--- src/hdl/ofd_pkg.sv ---
/*
   Shared constants and types for the opcode field decoder.
   Assumes one 50 MHz core clock and a 32-bit AXI4-Lite register bus.
*/
package ofd_pkg;
   localparam int WORD_W   = 16;
   localparam int ADDR_W   = 12;
   localparam int FILE_W   = 8;
   localparam int LIT_W    = 20;
   localparam int TPTR_W   = 21;
   localparam int LATCH_W  = 8;
   localparam int NFLAGS   = 5;
   localparam int OFS_W    = 7;
   localparam int DATA_W   = 32;
   localparam int AXI_AW   = 8;
   // Field positions inside an instruction word
   localparam int POS_A    = 8;
   localparam int POS_D    = 9;
   localparam int POS_BIT  = 9;
   localparam int POS_SCAL = 8;
   localparam int POS_SRET = 0;
   localparam int POS_PTR  = 4;
   localparam int POS_MARK = 12;
   localparam logic [3:0] SECOND_MARK = 4'hF;
   // Register map
   localparam logic [AXI_AW-1:0] REG_BANK  = 8'h00;
   localparam logic [AXI_AW-1:0] REG_TPTR  = 8'h04;
   localparam logic [AXI_AW-1:0] REG_TLAT  = 8'h08;
   localparam logic [AXI_AW-1:0] REG_FLAGS = 8'h0C;
   localparam logic [AXI_AW-1:0] REG_DSTAT = 8'h10;
   localparam int DSTAT_PEND = 16;
   localparam int DSTAT_NOP  = 17;
   localparam logic [1:0] RESP_OKAY   = 2'b00;
   localparam logic [1:0] RESP_SLVERR = 2'b10;
   localparam logic [3:0] ACC_LOW_BANK  = 4'h0;
   localparam logic [3:0] ACC_HIGH_BANK = 4'hF;
   localparam int FLG_C = 0;
   localparam int FLG_DC = 1;
   localparam int FLG_Z = 2;
   localparam int FLG_OV = 3;
   localparam int FLG_N = 4;

   typedef enum logic [3:0] {
      FMT_NONE, FMT_BYTE, FMT_BIT, FMT_LIT8, FMT_MOVFF, FMT_LFSR, FMT_GOTO,
      FMT_CALL, FMT_BRA11, FMT_BR8, FMT_RET, FMT_TBL, FMT_IDXMOV
   } ofd_fmt_t;

   typedef enum logic [1:0] {
      TM_KEEP    = 2'b00,
      TM_POSTINC = 2'b01,
      TM_POSTDEC = 2'b10,
      TM_PREINC  = 2'b11
   } ofd_tmode_t;

   typedef enum logic [1:0] {LW_8, LW_12, LW_20} ofd_litw_t;

   typedef struct packed {
      logic [WORD_W-1:0] word;
      ofd_fmt_t          fmt;
      logic              tbl_write;
   } ofd_fetch_t;

   typedef struct packed {
      logic              nop;
      ofd_fmt_t          fmt;
      logic [ADDR_W-1:0] file_addr;
      logic              dest_file;
      logic [2:0]        bit_pos;
      logic [7:0]        bit_mask;
      logic [LIT_W-1:0]  literal;
      ofd_litw_t         lit_w;
      logic [1:0]        ptr_sel;
      logic [ADDR_W-1:0] src_addr;
      logic [ADDR_W-1:0] dst_addr;
      logic              br_rel;
      logic [TPTR_W-1:0] br_value;
      logic              shadow_save;
      logic              shadow_restore;
      ofd_tmode_t        tmode;
      logic              tbl_write;
   } ofd_dec_t;
endpackage

--- src/hdl/ofd_decoder.sv ---
/*
   Opcode field decoder: turns instruction words into datapath controls,
   keeps bank select, table pointer, table latch and status flags.
   Assumes fetch logic on the same clock supplies the word format.
*/
// The AXI4-Lite register port and the address map were chosen for this implementation.
// Behaviour
// - Access bit 0 picks the access RAM and ignores the bank select, 1 uses the bank select.
// - Destination bit 0 sends the result to the accumulator, 1 to the file register.
// - Bit field picks one bit, 0 to 7, of the addressed 8-bit file register.
// - File field is an 8-bit address, or a 2-bit indirect pointer designator for pointer loads.
// - The register move takes a 12-bit source and a 12-bit destination with no banking.
// - The literal is 8, 12 or 20 bits wide depending on the instruction.
// - Table accesses keep, post-increment, post-decrement or pre-increment the pointer.
// - Relative branches use a two's complement offset, call and goto a direct address.
// - Fast bit 0 leaves the shadow registers alone, 1 saves on call or restores on return.
// - The table unit holds a 21-bit program pointer and an 8-bit byte latch.
// - Don't-care instruction bits never change decoding; tools should emit them as 0.
// - Indexed moves add a 7-bit source and a 7-bit destination offset to the indirect pointer.
// - Carry, digit carry, zero, overflow and negative flags are kept and updated by results.
// - A lone second word with its top four bits all 1 decodes as a no-operation.
`timescale 1ns/1ps
module ofd_decoder #(
   parameter int               BANK_W    = 4,
   parameter logic [7:0]       ACC_SPLIT = 8'h80,
   parameter logic [1:0]       IDX_PTR   = 2'h2
) (
   input  wire logic                          aclk,
   input  wire logic                          aresetn,
   input  wire logic [ofd_pkg::AXI_AW-1:0]    s_axi_awaddr,
   input  wire logic                          s_axi_awvalid,
   output logic                               s_axi_awready,
   input  wire logic [ofd_pkg::DATA_W-1:0]    s_axi_wdata,
   input  wire logic [3:0]                    s_axi_wstrb,
   input  wire logic                          s_axi_wvalid,
   output logic                               s_axi_wready,
   output logic [1:0]                         s_axi_bresp,
   output logic                               s_axi_bvalid,
   input  wire logic                          s_axi_bready,
   input  wire logic [ofd_pkg::AXI_AW-1:0]    s_axi_araddr,
   input  wire logic                          s_axi_arvalid,
   output logic                               s_axi_arready,
   output logic [ofd_pkg::DATA_W-1:0]         s_axi_rdata,
   output logic [1:0]                         s_axi_rresp,
   output logic                               s_axi_rvalid,
   input  wire logic                          s_axi_rready,
   input  wire logic                          fetch_valid,
   input  wire ofd_pkg::ofd_fetch_t           fetch,
   input  wire logic [3:0][ofd_pkg::ADDR_W-1:0] indirect_pointer,
   input  wire logic [ofd_pkg::NFLAGS-1:0]    alu_flag_we,
   input  wire logic [ofd_pkg::NFLAGS-1:0]    alu_flag_val,
   input  wire logic [ofd_pkg::LATCH_W-1:0]   prog_rd_data,
   input  wire logic                          prog_rd_valid,
   output logic                               dec_valid,
   output ofd_pkg::ofd_dec_t                  dec,
   output logic [BANK_W-1:0]                  bank_select_register,
   output logic [ofd_pkg::NFLAGS-1:0]         status_flags,
   output logic [ofd_pkg::TPTR_W-1:0]         table_pointer,
   output logic [ofd_pkg::LATCH_W-1:0]        table_byte_latch,
   output logic [ofd_pkg::TPTR_W-1:0]         prog_addr,
   output logic                               prog_rd,
   output logic                               prog_wr,
   output logic [ofd_pkg::LATCH_W-1:0]        prog_wr_data
);
   import ofd_pkg::*;

   typedef enum logic [1:0] {ST_FIRST = 2'b01, ST_SECOND = 2'b10} ofd_state_t;

   function automatic logic is_two_word(input ofd_fmt_t f);
      return f == FMT_MOVFF || f == FMT_LFSR || f == FMT_GOTO ||
             f == FMT_CALL || f == FMT_IDXMOV;
   endfunction

   ofd_state_t        state;
   logic [WORD_W-1:0] first_word;
   ofd_fmt_t          pend_fmt;
   ofd_dec_t          next_dec;
   logic              last_nop;

   wire [WORD_W-1:0] w       = fetch.word;
   wire              marked  = w[WORD_W-1:POS_MARK] == SECOND_MARK;
   wire              in_two  = state == ST_SECOND;
   wire ofd_fmt_t    eff_fmt = in_two ? pend_fmt : fetch.fmt;
   wire [WORD_W-1:0] w1      = in_two ? first_word : w;
   wire              lone2nd = !in_two && marked;
   wire              bad2nd  = in_two && !marked;
   wire              starts2 = !in_two && !marked && is_two_word(fetch.fmt);
   wire              emit    = fetch_valid && !starts2;

   // Bank resolution; the access RAM splits into low and high pages
   wire [FILE_W-1:0] f8       = w1[FILE_W-1:0];
   wire [3:0]        acc_bank = (f8 < ACC_SPLIT) ? ACC_LOW_BANK : ACC_HIGH_BANK;
   wire [ADDR_W-1:0] banked   = w1[POS_A] ? {4'(bank_select_register), f8}
                                          : {acc_bank, f8};
   wire [ADDR_W-1:0] idx_base = indirect_pointer[IDX_PTR];

   // Only the documented field bits are read; all others are don't-care
   always_comb
   begin
      next_dec           = '0;
      next_dec.fmt       = eff_fmt;
      next_dec.nop       = lone2nd || bad2nd || eff_fmt == FMT_NONE;
      next_dec.tbl_write = fetch.tbl_write;
      if (!next_dec.nop)
      begin
         case (eff_fmt)
            FMT_BYTE:
            begin
               next_dec.file_addr = banked;
               next_dec.dest_file = w[POS_D];
            end
            FMT_BIT:
            begin
               next_dec.file_addr = banked;
               next_dec.bit_pos   = w[POS_BIT+:3];
               next_dec.bit_mask  = 8'h01 << w[POS_BIT+:3];
            end
            FMT_LIT8:
            begin
               next_dec.literal = LIT_W'(w[7:0]);
               next_dec.lit_w   = LW_8;
            end
            FMT_MOVFF:
            begin
               next_dec.src_addr = w1[ADDR_W-1:0];
               next_dec.dst_addr = w[ADDR_W-1:0];
            end
            FMT_LFSR:
            begin
               next_dec.ptr_sel = w1[POS_PTR+:2];
               next_dec.literal = LIT_W'({w1[3:0], w[7:0]});
               next_dec.lit_w   = LW_12;
            end
            FMT_GOTO, FMT_CALL:
            begin
               next_dec.literal  = {w[ADDR_W-1:0], w1[7:0]};
               next_dec.lit_w    = LW_20;
               next_dec.br_value = TPTR_W'({w[ADDR_W-1:0], w1[7:0]});
               next_dec.shadow_save = eff_fmt == FMT_CALL && w1[POS_SCAL];
            end
            FMT_BRA11:
            begin
               next_dec.br_rel   = 1'b1;
               next_dec.br_value = TPTR_W'($signed(w[10:0]));
            end
            FMT_BR8:
            begin
               next_dec.br_rel   = 1'b1;
               next_dec.br_value = TPTR_W'($signed(w[7:0]));
            end
            FMT_RET:
               next_dec.shadow_restore = w[POS_SRET];
            FMT_TBL:
               next_dec.tmode = ofd_tmode_t'(w[1:0]);
            FMT_IDXMOV:
            begin
               next_dec.src_addr = idx_base + ADDR_W'(w1[OFS_W-1:0]);
               next_dec.dst_addr = idx_base + ADDR_W'(w[OFS_W-1:0]);
            end
            default:
               next_dec.nop = 1'b1;
         endcase
      end
   end

   always_ff @(posedge aclk)
   begin
      if (!aresetn)
      begin
         state      <= ST_FIRST;
         first_word <= '0;
         pend_fmt   <= FMT_NONE;
         dec_valid  <= 1'b0;
         dec        <= '0;
         last_nop   <= 1'b0;
      end
      else
      begin
         dec_valid <= emit;
         if (emit)
         begin
            dec      <= next_dec;
            last_nop <= next_dec.nop;
         end
         if (fetch_valid)
         begin
            case (state)
               ST_FIRST:
                  if (starts2)
                  begin
                     first_word <= w;
                     pend_fmt   <= fetch.fmt;
                     state      <= ST_SECOND;
                  end
               ST_SECOND:
                  state <= ST_FIRST;
               default:
                  state <= ST_FIRST;
            endcase
         end
      end
   end

   // Table access unit
   wire tbl_go = emit && !next_dec.nop && eff_fmt == FMT_TBL;
   logic [TPTR_W-1:0] tbl_access;
   logic [TPTR_W-1:0] tbl_next;

   ofd_tbl_ptr #(.W(TPTR_W)) u_tbl_ptr (
      .mode        (next_dec.tmode),
      .ptr         (table_pointer),
      .access_addr (tbl_access),
      .next_ptr    (tbl_next)
   );

   // AXI4-Lite slave
   logic              aw_held;
   logic              w_held;
   logic [AXI_AW-1:0] aw_addr_q;
   logic [DATA_W-1:0] wdata_q;
   logic [3:0]        wstrb_q;

   function automatic logic [DATA_W:0] reg_read(input logic [AXI_AW-1:0] a);
      logic [DATA_W-1:0] d;
      d = '0;
      if (a == REG_BANK)
         return {1'b1, DATA_W'(bank_select_register)};
      else if (a == REG_TPTR)
         return {1'b1, DATA_W'(table_pointer)};
      else if (a == REG_TLAT)
         return {1'b1, DATA_W'(table_byte_latch)};
      else if (a == REG_FLAGS)
         return {1'b1, DATA_W'(status_flags)};
      else if (a == REG_DSTAT)
      begin
         d[ADDR_W-1:0] = dec.file_addr;
         d[DSTAT_PEND] = in_two;
         d[DSTAT_NOP]  = last_nop;
         return {1'b1, d};
      end
      return {1'b0, d};
   endfunction

   logic [DATA_W:0]   wr_cur, rd_sel;
   wire               do_write = aw_held && w_held && !s_axi_bvalid;
   wire [DATA_W-1:0]  wmerged;

   // A process so that register changes, not only address changes, re-evaluate
   always_comb
   begin
      wr_cur = reg_read(aw_addr_q);
      rd_sel = reg_read(s_axi_araddr);
   end

   genvar lane;
   generate
      for (lane = 0; lane < 4; lane++)
      begin : g_lane
         assign wmerged[8*lane+:8] = wstrb_q[lane] ? wdata_q[8*lane+:8]
                                                  : wr_cur[8*lane+:8];
      end
   endgenerate

   wire wr_bank  = do_write && aw_addr_q == REG_BANK;
   wire wr_tptr  = do_write && aw_addr_q == REG_TPTR;
   wire wr_tlat  = do_write && aw_addr_q == REG_TLAT;
   wire wr_flags = do_write && aw_addr_q == REG_FLAGS;

   assign s_axi_awready = !aw_held && !s_axi_bvalid;
   assign s_axi_wready  = !w_held && !s_axi_bvalid;
   assign s_axi_arready = !s_axi_rvalid;

   always_ff @(posedge aclk)
   begin
      if (!aresetn)
      begin
         aw_held      <= 1'b0;
         w_held       <= 1'b0;
         aw_addr_q    <= '0;
         wdata_q      <= '0;
         wstrb_q      <= '0;
         s_axi_bvalid <= 1'b0;
         s_axi_bresp  <= RESP_OKAY;
         s_axi_rvalid <= 1'b0;
         s_axi_rresp  <= RESP_OKAY;
         s_axi_rdata  <= '0;
      end
      else
      begin
         if (s_axi_awvalid && s_axi_awready)
         begin
            aw_held   <= 1'b1;
            aw_addr_q <= s_axi_awaddr;
         end
         if (s_axi_wvalid && s_axi_wready)
         begin
            w_held  <= 1'b1;
            wdata_q <= s_axi_wdata;
            wstrb_q <= s_axi_wstrb;
         end
         if (do_write)
         begin
            aw_held      <= 1'b0;
            w_held       <= 1'b0;
            s_axi_bvalid <= 1'b1;
            s_axi_bresp  <= wr_cur[DATA_W] ? RESP_OKAY : RESP_SLVERR;
         end
         else if (s_axi_bready)
            s_axi_bvalid <= 1'b0;
         if (s_axi_arvalid && s_axi_arready)
         begin
            s_axi_rvalid <= 1'b1;
            s_axi_rdata  <= rd_sel[DATA_W-1:0];
            s_axi_rresp  <= rd_sel[DATA_W] ? RESP_OKAY : RESP_SLVERR;
         end
         else if (s_axi_rready)
            s_axi_rvalid <= 1'b0;
      end
   end

   // Hardware updates win over a software write in the same cycle
   always_ff @(posedge aclk)
   begin
      if (!aresetn)
      begin
         bank_select_register <= '0;
         table_pointer        <= '0;
         table_byte_latch     <= '0;
         status_flags         <= '0;
         prog_addr            <= '0;
         prog_rd              <= 1'b0;
         prog_wr              <= 1'b0;
         prog_wr_data         <= '0;
      end
      else
      begin
         if (wr_bank)
            bank_select_register <= wmerged[BANK_W-1:0];
         prog_rd <= tbl_go && !fetch.tbl_write;
         prog_wr <= tbl_go && fetch.tbl_write;
         if (tbl_go)
         begin
            table_pointer <= tbl_next;
            prog_addr     <= tbl_access;
            prog_wr_data  <= table_byte_latch;
         end
         else if (wr_tptr)
            table_pointer <= wmerged[TPTR_W-1:0];
         if (prog_rd_valid)
            table_byte_latch <= prog_rd_data;
         else if (wr_tlat)
            table_byte_latch <= wmerged[LATCH_W-1:0];
         for (int i = 0; i < NFLAGS; i++)
         begin
            if (alu_flag_we[i])
               status_flags[i] <= alu_flag_val[i];
            else if (wr_flags)
               status_flags[i] <= wmerged[i];
         end
      end
   end

   wire fv_one = fetch_valid && !in_two && !marked;
endmodule // ofd_decoder

--- src/hdl/ofd_tbl_ptr.sv ---
/*
   Table pointer update unit: access address and next pointer value.
   Assumes the caller registers both results.
*/
`timescale 1ns/1ps
module ofd_tbl_ptr #(
   parameter int W = ofd_pkg::TPTR_W
) (
   input  wire ofd_pkg::ofd_tmode_t mode,
   input  wire logic [W-1:0]        ptr,
   output logic [W-1:0]             access_addr,
   output logic [W-1:0]             next_ptr
);
   import ofd_pkg::*;
   wire [W-1:0] ptr_inc = ptr + W'(1);
   wire [W-1:0] ptr_dec = ptr - W'(1);

   assign access_addr = (mode == TM_PREINC) ? ptr_inc : ptr;
   assign next_ptr    = (mode == TM_POSTINC || mode == TM_PREINC) ? ptr_inc :
                        (mode == TM_POSTDEC) ? ptr_dec : ptr;
endmodule // ofd_tbl_ptr

--- config.mk ---
export PLATFORM = sky130hd
export DESIGN_NAME = ofd_decoder
export DESIGN_NICKNAME = d
export VERILOG_FILES = /design/src/hdl/ofd_pkg.sv /design/src/hdl/ofd_decoder.sv /design/src/hdl/ofd_tbl_ptr.sv
export SDC_FILE = /design/constraint.sdc
export NUM_CORES = 1
export LEC_CHECK = 0
export BUFFER_PORTS_ARGS = -buffer_cell sky130_fd_sc_hd__buf_2
export CAP_MARGIN = 20
export CELL_PAD_IN_SITES_DETAIL_PLACEMENT = 0
export CELL_PAD_IN_SITES_GLOBAL_PLACEMENT = 1
export CORE_MARGIN = 3
export CORE_UTILIZATION = 41
export CTS_BUF_LIST = sky130_fd_sc_hd__clkbuf_16
export CTS_CLUSTER_DIAMETER = 60
export DETAILED_ROUTE_END_ITERATION = 8
export MAX_ROUTING_LAYER = met4
export PLACE_DENSITY_LB_ADDON = 0.1
export RECOVER_POWER = 50
export SYNTH_ARGS = -nofsm -noshare
export SYNTH_HDL_FRONTEND = slang
export SYNTH_HIERARCHICAL = 1
export SYNTH_SLANG_ARGS = --single-unit
--- constraint.sdc ---
create_clock -name aclk -period 6.3 [get_ports aclk]
set_input_delay 1.89 -clock aclk [delete_from_list [all_inputs] [get_ports aclk]]
set_output_delay 1.89 -clock aclk [all_outputs]
set_load 0.02 [all_outputs]
# Yosys cells after proc, flatten, opt, wreduce, memory -nomap -nowiden
# Index checks and enable logic that the tools add are counted.
dict set report totals {
  input_bits 148
  latchBits 0
  romBits 0
  mem_count 0
  mem_bits_rw 0
  word_cells 234
  output_inout_bits 215
  regBits 264
}
dict set report classes {
  n_mux 88
  n_reduce_logical 59
  order_cmp 1
  n_addsub 4
  shift 1
  div_mod_pow 0
  n_bitwise 1
  n_eq_ne 35
  mul 0
}
# op count
set ops {}
lappend ops {{2-to-1 mux 33 bit} 12}
lappend ops {{2-to-1 mux 12 bit} 13}
lappend ops {{2-to-1 mux 21 bit} 5}
lappend ops {{2-to-1 mux 98 bit} 1}
lappend ops {{case mux 22 bit (3 select lines)} 1}
lappend ops {{case mux 21 bit (3 select lines)} 1}
lappend ops {{case mux 24 bit (2 select lines)} 1}
lappend ops {{== test 4 x 3 -> 1 bit, second input constant} 8}
lappend ops {{== test 8 x 4 -> 1 bit, second input constant} 4}
lappend ops {{2-to-1 mux 2 bit} 16}
lappend ops {{2-to-1 mux 8 bit} 4}
lappend ops {{2-to-1 mux 1 bit} 30}
lappend ops {{== test 4 bit, second input constant} 7}
lappend ops {{adder 12 x 7 -> 12 bit} 2}
lappend ops {{adder 21 x 1 -> 21 bit, second input constant} 1}
lappend ops {{logical AND 1 bit} 21}
lappend ops {{subtractor 21 x 1 -> 21 bit, second input constant} 1}
lappend ops {{nonzero test 2 bit} 9}
lappend ops {{== test 8 x 3 -> 1 bit, second input constant} 2}
lappend ops {{== test 8 x 5 -> 1 bit, second input constant} 2}
lappend ops {{zero test 8 bit} 2}
lappend ops {{OR reduction 12 bit} 1}
lappend ops {{2-to-1 mux 11 bit} 1}
lappend ops {{!= test 5 bit, second input constant} 2}
lappend ops {{17 further kinds} 42}

# Depth between registers and ports, before layout
dict set report logic_depth {
  word_depth 12
  depth_mapped 19
  mapped_depth_nobuf 13
}

# Hierarchy
# Netlist, hierarchy kept.
# module cells_per_inst n_inst area_each_um2 seq_area_each_um2
set modules_own_cells {}
lappend modules_own_cells {ofd_decoder 1388 1 11785.1 5024.8}
lappend modules_own_cells {ofd_tbl_ptr 169 1 1137.3 0.0}

# Worst setup path after synthesis
# No wires, ideal clock.
dict set report synth_path {
  kind {input-to-reg}
  startpoint {input port fetch[19] (netlist bit)}
  endpoint {register table_pointer[17] (netlist bit)}
  path_slack_ns 1.797
  t_arrival_ns 4.417
  path_stages 13
  required_ns 6.214
  path_buffers 1
  setup_time_ns 0.086
  path_cell_list {nand4_1 > ha_1 > nor4bb_1 > a31o_2 > and3_1 > and2_1 > buf_4 > or3b_4 > nand4b_1 > o32ai_1 > xor2_1 > nor2_1 > a211oi_1}
}
# element line_no
set synth_rtl {}
lappend synth_rtl {{start, declared} ofd_decoder.sv:48} ;# input wire ofd_pkg::ofd_fetch_t fetch,
lappend synth_rtl {{end signal, assigned} ofd_decoder.sv:343} ;# table_pointer <= tbl_next;
lappend synth_rtl {{end signal, assigned} ofd_decoder.sv:348} ;# table_pointer <= wmerged[TPTR_W-1:0];
lappend synth_rtl {{end, declared} ofd_decoder.sv:58} ;# output logic [ofd_pkg::TPTR_W-1:0] table_pointer,

==> metrics.txt <==
core box area 30830 µm²; Die W 183.5 µm; CTS Hold Bufs 0; post-synthesis register bit count 251; Clock Path Buffers 3; Distinct cells, synth 98; post-synthesis area per instance 8.300 µm²; P&R area growth vs syn 17.78%; GR Layer Usage met3 0.05758; initial antenna violation count 2; Worst Tran Pin Value 3.512 ns; pre-CTS WS 1.239 ns; Comb pwr share 0.123; Tot GR Track Use 0.2627; final hold vios 0; final setup vio count 0; Pins Over Slew Limit 151; Sink Count 251; slew margin rel. -1.341; PnR worst setup slack 1.178 ns; Worst Hold Class reg -> reg; Post-Place Cells 2151; GR Util met1 0.3766; Worst Skew 0.01934 ns; Worst EP required 6.78 ns; Crit Path Max Fanout 73; leakage dissipation 5.641 nW; Net Switching 1.073 mW; synthesized area 12920 µm²; via count 12540; Max Clk Rate 195.2 MHz; Die Ht 183.5 µm; Final #Nets 1955; unrepaired setup endpoints after global routing no; Num CTS Buffers 30; minimum clock period 5.122 ns; Power, Total 3.810 mW; multi-input logic area 7216 µm²; worst vdd ir 0.0002002 V; Top Usage Layer GRT met1; failing checks max-capacitance violations, max-slew violations; Synth Instances 1557; postcts setup bufs 0; Sw Ratio 0.2817; count leader, synth nand2_1; CTS tree yes; Synth top cells by count nand2_1, dfxtp_1, a21oi_1, nor2_1, clkbuf_1; layout cell share with drive strength beyond 1 0.1436; mean number of vias per cell 5.679; routability cong. 0.8969; met2 usage 0.3745; Clk pwr share 0.435; port bufs 301; Initial Util 0.4192; PD cells 250.4 nW/µm²; Post-synth ARST share 0; root buf cell clkbuf_16; Total Neg Setup Slack 0 ns; Top-Level Pins 363; post-synth top area cell dfxtp_1; register area 5025 µm²; Detail Route Antenna Nets 0; first-pass GRT wire length 68520 µm; grt ovf 0; hpwl dp 32670 µm; P_int 2.737 mW; register area share after synthesis 0.3888; Worst-Skew Late Latency 0.58 ns; Finished Layout Cells 2209; H-tree levels 1; post-CTS sizing 0; wire length per cell 20.34 µm; largest net degree at the start of global routing 74; DIE AREA 33690 µm²; critical path capture point type register; Worst EP arrival 5.60 ns; Primary FF master, synth dfxtp_1; Post-synth EDFFs 0; status complete, but fails checks; sequential power share 0.441; Final period util 0.8130; standard-cell rows 64; drt total wl 44940 µm; 1st-iter DRT viols 1118; max-cap viol count 3; number of global-route vias before repair 11670; Fillers 3191; CP Class in -> reg; Clock Pin Slew Worst Setup and Hold Paths 0.06 ns; top post-synthesis cells by area dfxtp_1, nand2_1, a21oi_1; synth warn 6; first-pass detailed-route iteration total 9; DR DRC count 0; startpoint types primary input; Synth top area share 0.3888
-- kinds of logic after synthesis --
logic type | Yosys count | synth area share
AOI/OAI and AO/OA | 424 | 0.2223
xor gates and xnor gates | 55 | 0.03728
adders and majority gates | 20 | 0.02053
buffers and inverters | 152 | 0.05713
DFF | 251 | 0.3888
muxes | 55 | 0.04919
other | 1 | 0.0002902
and+or+nand+nor | 599 | 0.2244
-- power by group through the flow --
stage | Sequential, mW | Combinational, mW | Clock, mW
final | 1.68 | 0.469 | 1.66
after global routing | 1.69 | 0.515 | 1.76
after CTS | 1.68 | 0.472 | 1.69
after detailed placement | 1.72 | 0.470 | 0
after global placement | 1.71 | 0.466 | 0
after floorplan | 1.72 | 0.307 | 0
-- area by class of cell --
cell class,instances,share of cell area
Multi-Input combinational cell,1166,0.4741
Sequential cell,251,0.3302
Timing Repair Buffer,318,0.09462
Clock buffer,30,0.04933
Tap cell,396,0.03256
Clock inverter,26,0.01332
Inverter,20,0.005590
Antenna cell,2,0.0003288
-- layer usage --
| layer | vias up | wire [µm] |
|---|---|---|
| met5 | - | 0 |
| li1 | 6066 | - |
| met2 | 501 | 19000 |
| met3 | 65 | 3887 |
| met1 | 5912 | 20990 |
| met4 | 0 | 1057 |
-- worst max-delay path, stage by stage --
cell and delay [ns]:
clkbuf_1 0.18, clkbuf_1 2.49, nand3_1 0.68, o22ai_1 0.32
-- worst paths after layout --
path                 start           endpoint  slack, ns  cells past startpoint
setup reg to reg  state[1]  table_pointer[17]       2.21                     14
setup / recovery   aresetn            dec[50]       1.18                      4
hold reg to reg    dec[70]            dec[70]       0.45                      2
hold / removal     dec[70]            dec[70]       0.45                      2
-- sequential cells by signal (all words and copies together) (netlist names), 5 cells and up --
signal,flops
aw_addr_q,8
dec,103
first_word,12
prog_addr,21
prog_wr_data,8
s_axi_rdata,21
status_flags,5
table_byte_latch,8
table_pointer,21
wdata_q,21
-- layout by cell type (no fill, tap or decap), types with 10 or more instances in the layout --
| master | instances |
|---|---|
| a222oi_1 | 18 |
| o21ai_0 | 61 |
| clkbuf_16 | 30 |
| buf_4 | 13 |
| clkbuf_1 | 167 |
| mux2i_1 | 43 |
| nand2b_1 | 12 |
| o22ai_1 | 15 |
| ha_1 | 18 |
| buf_2 | 136 |
| nor3_1 | 22 |
| conb_1 | 13 |
| dfxtp_1 | 251 |
| inv_1 | 22 |
| or3_1 | 12 |
| clkinv_1 | 12 |
| and2_1 | 13 |
| a211oi_1 | 12 |
| a22oi_1 | 37 |
| o21a_1 | 14 |
| nand2_1 | 268 |
| xor2_1 | 30 |
| a21oi_1 | 146 |
| nand3_1 | 48 |
| nor2_1 | 120 |
| nand4_1 | 20 |
| xnor2_1 | 25 |
| nor4_1 | 10 |
| o211ai_1 | 16 |
-- stage by stage --
stage	cell area (µm²)	hold slack, ns	utilization
2_1_floorplan	12970	0.4317	-
3_3_place_gp	14470	0.4314	0.4692
3_5_place_dp	14490	0.4439	0.4699
4_1_cts	15440	0.4522	0.5009
5_1_grt	15220	0.4695	0.4937
6_report	15220	0.4516	0.4937
Note: power is estimated with default switching activity, not from simulation.
